`src/rtl/memory_map_defines.vh`:
```
// constants for the banked program and data memory address map
`ifndef MEMORY_MAP_DEFINES_VH
`define MEMORY_MAP_DEFINES_VH
`define RESET_VECTOR      13'h0000
`define INT_VECTOR        13'h0004
`define OFS_INDIRECT      7'h00
`define OFS_PC_LOW        7'h02
`define OFS_STATUS        7'h03
`define OFS_FILE_PTR      7'h04
`define OFS_PC_HIGH_LATCH 7'h0a
`define OFS_GPR_FIRST     7'h20
`define OFS_SHARED_FIRST  7'h70
`define STATUS_BANK_HI    6
`define STATUS_BANK_LO    5
`define STATUS_RESET      8'h18
`define FILE_PTR_RESET    8'h00
`define PC_HIGH_RESET     8'h00
`endif

```
`src/rtl/banked_memory_address_map.v`:
```
// address map for program fetch and banked data memory with core registers
`timescale 1ns/1ps
`include "memory_map_defines.vh"
module banked_memory_address_map #(
    parameter PROG_WORDS_LOG2 = 13
) (
    // clock and reset
    input  wire        i_clk,
    input  wire        i_rst,
    // program side
    input  wire        i_fetch_adv,
    input  wire        i_int_take,
    input  wire        i_pc_load,
    input  wire [12:0] i_pc_load_addr,
    output wire [12:0] o_prog_addr,
    output wire [12:0] o_pc,
    // data side
    input  wire        i_data_rd,
    input  wire        i_data_wr,
    input  wire [6:0]  i_data_ofs,
    input  wire [7:0]  i_data_wdata,
    output reg  [7:0]  o_data_rdata,
    output wire [1:0]  o_bank,
    output wire [7:0]  o_status
);

////////////////////////////////////////////////////////////////////////////////
// program counter
reg  [12:0] pc_q;
reg  [12:0] pc_d;
reg  [7:0]  status_q;
reg  [7:0]  file_ptr_q;
reg  [7:0]  pc_high_latch_q;

// a log2 of 13 or more keeps every pc bit; anything less wraps the fetch
localparam [12:0] PROG_MASK = (PROG_WORDS_LOG2 >= 13) ? 13'h1fff :
                              ((13'h0001 << PROG_WORDS_LOG2) - 13'h0001);

assign o_pc        = pc_q;
assign o_prog_addr = pc_q & PROG_MASK;

// a data write to the low pc byte jumps, the high latch giving the upper bits
wire pc_low_wr;

// priority: interrupt, then load, then data write, then plain advance
always @* begin
    pc_d = pc_q;
    if (i_int_take) begin
        pc_d = `INT_VECTOR;
    end else if (i_pc_load) begin
        pc_d = i_pc_load_addr;
    end else if (pc_low_wr) begin
        pc_d = {pc_high_latch_q[4:0], i_data_wdata};
    end else if (i_fetch_adv) begin
        pc_d = pc_q + 13'h0001;
    end
end

always @(posedge i_clk or posedge i_rst) begin
    if (i_rst) begin
        pc_q <= `RESET_VECTOR;
    end else begin
        pc_q <= pc_d;
    end
end

////////////////////////////////////////////////////////////////////////////////
// data address decode
// bank bits from status; indirect uses the pointer's bit 7 with status bit 6
assign o_bank   = {status_q[`STATUS_BANK_HI], status_q[`STATUS_BANK_LO]};
assign o_status = status_q;

// region codes for one decoded data location
localparam [2:0] REG_NONE     = 3'b000;
localparam [2:0] REG_PC_LOW   = 3'b001;
localparam [2:0] REG_STATUS   = 3'b010;
localparam [2:0] REG_FILE_PTR = 3'b011;
localparam [2:0] REG_PC_LATCH = 3'b100;
localparam [2:0] REG_BANKED   = 3'b101;
localparam [2:0] REG_SHARED   = 3'b110;

// sort a bank offset into the region it reaches; core registers ignore the bank
function [2:0] region_of;
    input [6:0] ofs;
    begin
        if (ofs == `OFS_PC_LOW) begin
            region_of = REG_PC_LOW;
        end else if (ofs == `OFS_STATUS) begin
            region_of = REG_STATUS;
        end else if (ofs == `OFS_FILE_PTR) begin
            region_of = REG_FILE_PTR;
        end else if (ofs == `OFS_PC_HIGH_LATCH) begin
            region_of = REG_PC_LATCH;
        end else if (ofs >= `OFS_SHARED_FIRST) begin
            region_of = REG_SHARED;
        end else if (ofs >= `OFS_GPR_FIRST) begin
            region_of = REG_BANKED;
        end else begin
            region_of = REG_NONE;
        end
    end
endfunction

// row of a banked byte: 80 bytes a bank, so bank times 64 plus bank times 16
function [8:0] bank_index;
    input [1:0] bank;
    input [6:0] ofs;
    begin
        bank_index = {1'b0, bank, 6'h00} + {3'h0, bank, 4'h0} + {2'h0, ofs} -
                     {2'h0, `OFS_GPR_FIRST};
    end
endfunction

wire       indirect = (i_data_ofs == `OFS_INDIRECT);
wire [1:0] eff_bank = indirect ? {status_q[`STATUS_BANK_HI], file_ptr_q[7]} : o_bank;
wire [6:0] eff_ofs  = indirect ? file_ptr_q[6:0] : i_data_ofs;

// a pointer aimed back at offset 00h touches nothing and reads zero
wire null_ind = indirect && (file_ptr_q[6:0] == `OFS_INDIRECT);

wire [2:0] region     = null_ind ? REG_NONE : region_of(eff_ofs);
wire [8:0] banked_idx = bank_index(eff_bank, eff_ofs);
wire [3:0] shared_idx = eff_ofs[3:0];

// core registers, one copy each, seen in all four banks
wire status_wr   = i_data_wr && (region == REG_STATUS);
wire file_ptr_wr = i_data_wr && (region == REG_FILE_PTR);
wire latch_wr    = i_data_wr && (region == REG_PC_LATCH);
wire banked_wr   = i_data_wr && (region == REG_BANKED);
wire shared_wr   = i_data_wr && (region == REG_SHARED);

assign pc_low_wr = i_data_wr && (region == REG_PC_LOW);

// 4 banks of 80 bytes plus 16 shared bytes
reg  [7:0] banked_ram [0:319];
reg  [7:0] shared_ram [0:15];

////////////////////////////////////////////////////////////////////////////////
// core register writes
always @(posedge i_clk or posedge i_rst) begin
    if (i_rst) begin
        status_q <= `STATUS_RESET;
    end else if (status_wr) begin
        status_q <= i_data_wdata;
    end
end

always @(posedge i_clk or posedge i_rst) begin
    if (i_rst) begin
        file_ptr_q <= `FILE_PTR_RESET;
    end else if (file_ptr_wr) begin
        file_ptr_q <= i_data_wdata;
    end
end

always @(posedge i_clk or posedge i_rst) begin
    if (i_rst) begin
        pc_high_latch_q <= `PC_HIGH_RESET;
    end else if (latch_wr) begin
        pc_high_latch_q <= i_data_wdata;
    end
end

////////////////////////////////////////////////////////////////////////////////
// ram writes
// ram has no reset; contents are undefined until written
always @(posedge i_clk) begin
    if (banked_wr) begin
        banked_ram[banked_idx] <= i_data_wdata;
    end
    if (shared_wr) begin
        shared_ram[shared_idx] <= i_data_wdata;
    end
end

////////////////////////////////////////////////////////////////////////////////
// read data, registered; runs alongside fetch every cycle
// the value holds between reads so the core may sample it late
reg [7:0] rdata_d;

always @* begin
    rdata_d = o_data_rdata;
    if (i_data_rd) begin
        case (region)
            REG_PC_LOW: begin
                rdata_d = pc_q[7:0];
            end
            REG_STATUS: begin
                rdata_d = status_q;
            end
            REG_FILE_PTR: begin
                rdata_d = file_ptr_q;
            end
            REG_PC_LATCH: begin
                rdata_d = {3'b000, pc_high_latch_q[4:0]};
            end
            REG_SHARED: begin
                rdata_d = shared_ram[shared_idx];
            end
            REG_BANKED: begin
                rdata_d = banked_ram[banked_idx];
            end
            default: begin
                rdata_d = 8'h00;
            end
        endcase
    end
end

always @(posedge i_clk or posedge i_rst) begin
    if (i_rst) begin
        o_data_rdata <= 8'h00;
    end else begin
        o_data_rdata <= rdata_d;
    end
end

endmodule

```
`config.mk`:
```
export PLATFORM = sky130hd
export DESIGN_NAME = banked_memory_address_map
export DESIGN_NICKNAME = d
export VERILOG_FILES = /design/src/rtl/banked_memory_address_map.v
export VERILOG_INCLUDE_DIRS = /design/src /design/src/rtl
export SDC_FILE = /design/constraint.sdc
export NUM_CORES = 2
export LEC_CHECK = 0
export ABC_AREA = 1
export BUFFER_PORTS_ARGS = -buffer_cell sky130_fd_sc_hd__clkbuf_2
export CAP_MARGIN = 20
export CORE_ASPECT_RATIO = 0.7
export CORE_UTILIZATION = 40
export DETAILED_ROUTE_END_ITERATION = 8
export PLACE_DENSITY_LB_ADDON = 0.25
export SYNTH_ARGS = -nofsm -noshare
export SYNTH_HDL_FRONTEND = slang
export SYNTH_SLANG_ARGS = --single-unit
```
`constraint.sdc`:
```
create_clock -name i_clk -period 4.1 [get_ports i_clk]
set_clock_uncertainty 0.1 [all_clocks]
set_input_delay 0.615 -clock i_clk [delete_from_list [all_inputs] [get_ports i_clk]]
set_output_delay 0.615 -clock i_clk [all_outputs]
set_load 0.1 [all_outputs]
```
==> qor.yml <==
synth:
  synth_common_cells: "nand2_1, edfxtp_1, nor2_1, o21ai_0, inv_1"
  ys.flop_type: "edfxtp_1"
  synth_top_cell_area_share: 0.709
  synthAdderAreaFrac: 0.000835
  synth.area.mux_share: 0
  synthesis.nets: 10452
  ys_ff_latch: 2730
  synth_edf_count: 2688
  synth_top_family_by_area: "simple AND/OR/NAND/NOR gates"
  syn-cell-area_mm2: 0.114
  ys_seq_area_frac: 0.718
  synthSimpleGateAreaFrac: 0.177
  yosysMostFrequentCell: "nand2_1"
  synth_xor_area_frac: 0.000538
  syn_inst: 10410
  synth_compound_area_frac: 0.0565
  synth_cell_type_count: 46
  ys_async_sr_fraction: 0.0154
  synth_largest_area_cell: "edfxtp_1"
  yosys_warnings: 0
  syn_area_per_cell_um2: 10.9
  synthTopCellsByArea: "edfxtp_1, nand2_1, nor2_1, o21ai_0, inv_1"
detailed_routing:
  ant_nets: 0
  dr.pass1.iters: 7
  wl_um: 370000
  vias: 80632
  avgRoutedWirePerCell_um: 24.4
  remaining_drc_errors: 0
  vias_per_cell: 5.32
  drt_iter0_markers: 10664
critical_path:
  cp.required_ns: 4.61
  cp_max_fo: 16
  cp-end-kind: "register"
  worstPathArrival_ns: 4.46
  start_kind: "register"
  crit_type: "reg -> reg"
grt:
  grt_pass1_vias: 77276
  grt_util_all_layers: 0.254
  grt_antenna_before_repair: 17
  grt_max_degree: 119
  grt_pass1_wl_um: 533000
  overflow: 0
timing:
  layout_worst_path_cycle_share: 0.965
  fmax_mhz: 253
  relSlewSlack: 0.320
  hold_violations: 0
  setup_viol: 0
  min_period_ns: 3.96
  grt_setup_unrepaired: "false"
  finalMaxSlewViolations: 0
  tightest_slew_ns: 1.02
place:
  hpwlAfterDp_um: 235000
  gp_congestion: 0.923
  placedCellCount: 14695
  port_buffers: 78
floorplanning:
  io-pin-count: 79
  start_util: 0.403
  die_w_um: 640
  core_area_mm2: 0.282
  die_h_um: 448
  core.rowCount: 163
  dieArea_mm2: 0.287
hold_path:
  min_path_type: "in -> reg"
finish:
  syn2layout_area_growth_pct: 18.4
  multi_input_area_mm2: 0.0270
  final_util: 0.477
  drive_above_1_share: 0.136
  layout.nets: 11212
  regArea_mm2: 0.0818
  fin_cells: 15169
  fillers: 25201
clock_network:
  clockBufferDepth: 4
  htree_levels: 4
  cts_root_buf: "clkbuf_16"
  clk_latency_ns: 0.95
  cts.sink_count: 2730
  tritoncts: "yes"
  post-cts-setup-buffer-count: 0
  clkSlewWorstSetupHoldPaths_ns: 0.07
  cts_buffers: 249
power_and_ir_drop:
  leakage_nw: 52.3
  pwr_density_cell_mw_per_mm2: 447
  power.total_mw: 60.2
  peakVddDrop_mv: 0.385
outcome:
  status: "complete, no violations"
run:
  cap_violations: 0
## placed cells by master, fill, tap and decap left out, types with 6 or more instances in the layout
cell type / n
dlygate4sd3_1: 17
o22a_1: 15
nand3_2: 13
clkbuf_16: 252
nand3_1: 191
edfxtp_1: 2688
clkbuf_1: 37
inv_2: 10
or2_0: 65
ha_1: 6
o22ai_1: 88
nand2_2: 7
or2_2: 55
xor2_1: 6
nor3_1: 21
clkinv_1: 57
o211ai_1: 64
nand4_1: 49
buf_12: 171
buf_8: 8
clkinv_2: 40
bufinv_16: 40
a21oi_1: 39
clkbuf_2: 70
a22oi_1: 9
nor2_1: 1454
or2_1: 10
inv_1: 717
nor2_2: 17
o21ai_1: 108
o21ai_0: 823
clkinvlp_4: 20
o21bai_1: 32
nand2_1: 3264
dfrtp_1: 39
buf_4: 813
## metal layers
| metal | track usage | share of wire | up-vias |
|---|---|---|---|
| met5 | 0 | 0.00025 | - |
| met3 | 0.0568 | 0.11 | 553 |
| met1 | 0.382 | 0.44 | 39431 |
| met4 | 0.0621 | 0.026 | 10 |
| li1 | - | - | 36293 |
| met2 | 0.371 | 0.42 | 4345 |
## area by class of cell
cell class,count,area share
antenna,3,0.0000557
clock buffer,289,0.0478
clock inverter,163,0.0137
inverter,737,0.0208
multi-input combinational,6370,0.200
sequential,2730,0.607
tap,3795,0.0352
timing repair buffer,1082,0.0756
## power by group
group | internal [mW] | switching (mW)
clock network | 13.7 | 10.5
registers | 30.7 | 0.0617
logic | 1.39 | 3.81
total | 45.8 | 14.4
## through the flow
stage	hold WS [ns]	setup WS, ns	instance area [um^2]	setup TNS (ns)
4_1_cts	0.0447	0.0363	135000	0
3_5_place_dp	0.397	-0.552	126000	-854.72
2_1_floorplan	0.353	-0.0753	114000	-47.99
6_report	0.0886	0.144	135000	0
5_1_grt	0.102	0.00515	135000	0
3_3_place_gp	0.371	-0.620	126000	-1048.24
## final timing paths
kind                                                start                          end  slack, ns  cells after the start
worst max-delay path              o_status[5]$_DFFE_PP0P_  banked_ram[10][4]$_DFFE_PP_       0.14                     16
worst min-delay path                          i_fetch_adv          o_pc[0]$_DFFE_PP0P_       0.09                      5
worst max register to register    o_status[5]$_DFFE_PP0P_  banked_ram[10][4]$_DFFE_PP_       0.14                     16
worst min register to register  file_ptr_q[2]$_DFFE_PP0P_    file_ptr_q[2]$_DFFE_PP0P_       0.41                      2
max in group asynchronous                           i_rst      o_status[5]$_DFFE_PP0P_       3.11                      4
min in group asynchronous                           i_rst          o_pc[0]$_DFFE_PP0P_       0.30                      4
## sequential cells by signal (all words and copies together) (netlist names)
| signal | cells |
|---|---|
| o_status | 8 |
| file_ptr_q | 8 |
| o_pc | 13 |
| o_data_rdata | 8 |
| banked_ram | 2560 |
| pc_high_latch_q | 5 |
| shared_ram | 128 |
## what timing repair did
action | in CTS | in global routing
gates resized for setup | 1 | 7
hold buffers | 17 | 0
setup endpoints to repair | 1 | 270
endpoints found under the hold margin | 83 | 0
## critical path, cell delays in order (launching register included)
cell	delay, ns
dfrtp_2	0.44
or2_2	0.29
o21ai_0	0.12
inv_1	0.10
ha_1	0.20
ha_1	0.24
fa_1	0.47
xnor2_2	0.29
inv_1	0.11
nor2_1	0.15
nand2_1	0.19
buf_4	0.20
nor2_1	0.16
inv_1	0.10
buf_12	0.17
nor2_1	0.15
buf_4	0.19
## logic make-up (layout without fill, tap and decap cells)
family          after synthesis  after routing
other cells                   0              3
compound gates             1192           1192
flops                      2730           2730
buf+inv                    1310           2271
simple gates               5164           5164
fa+ha+maj                     7              7
xor+xnor                      7              7
Power figures use the tool's default switching activity.
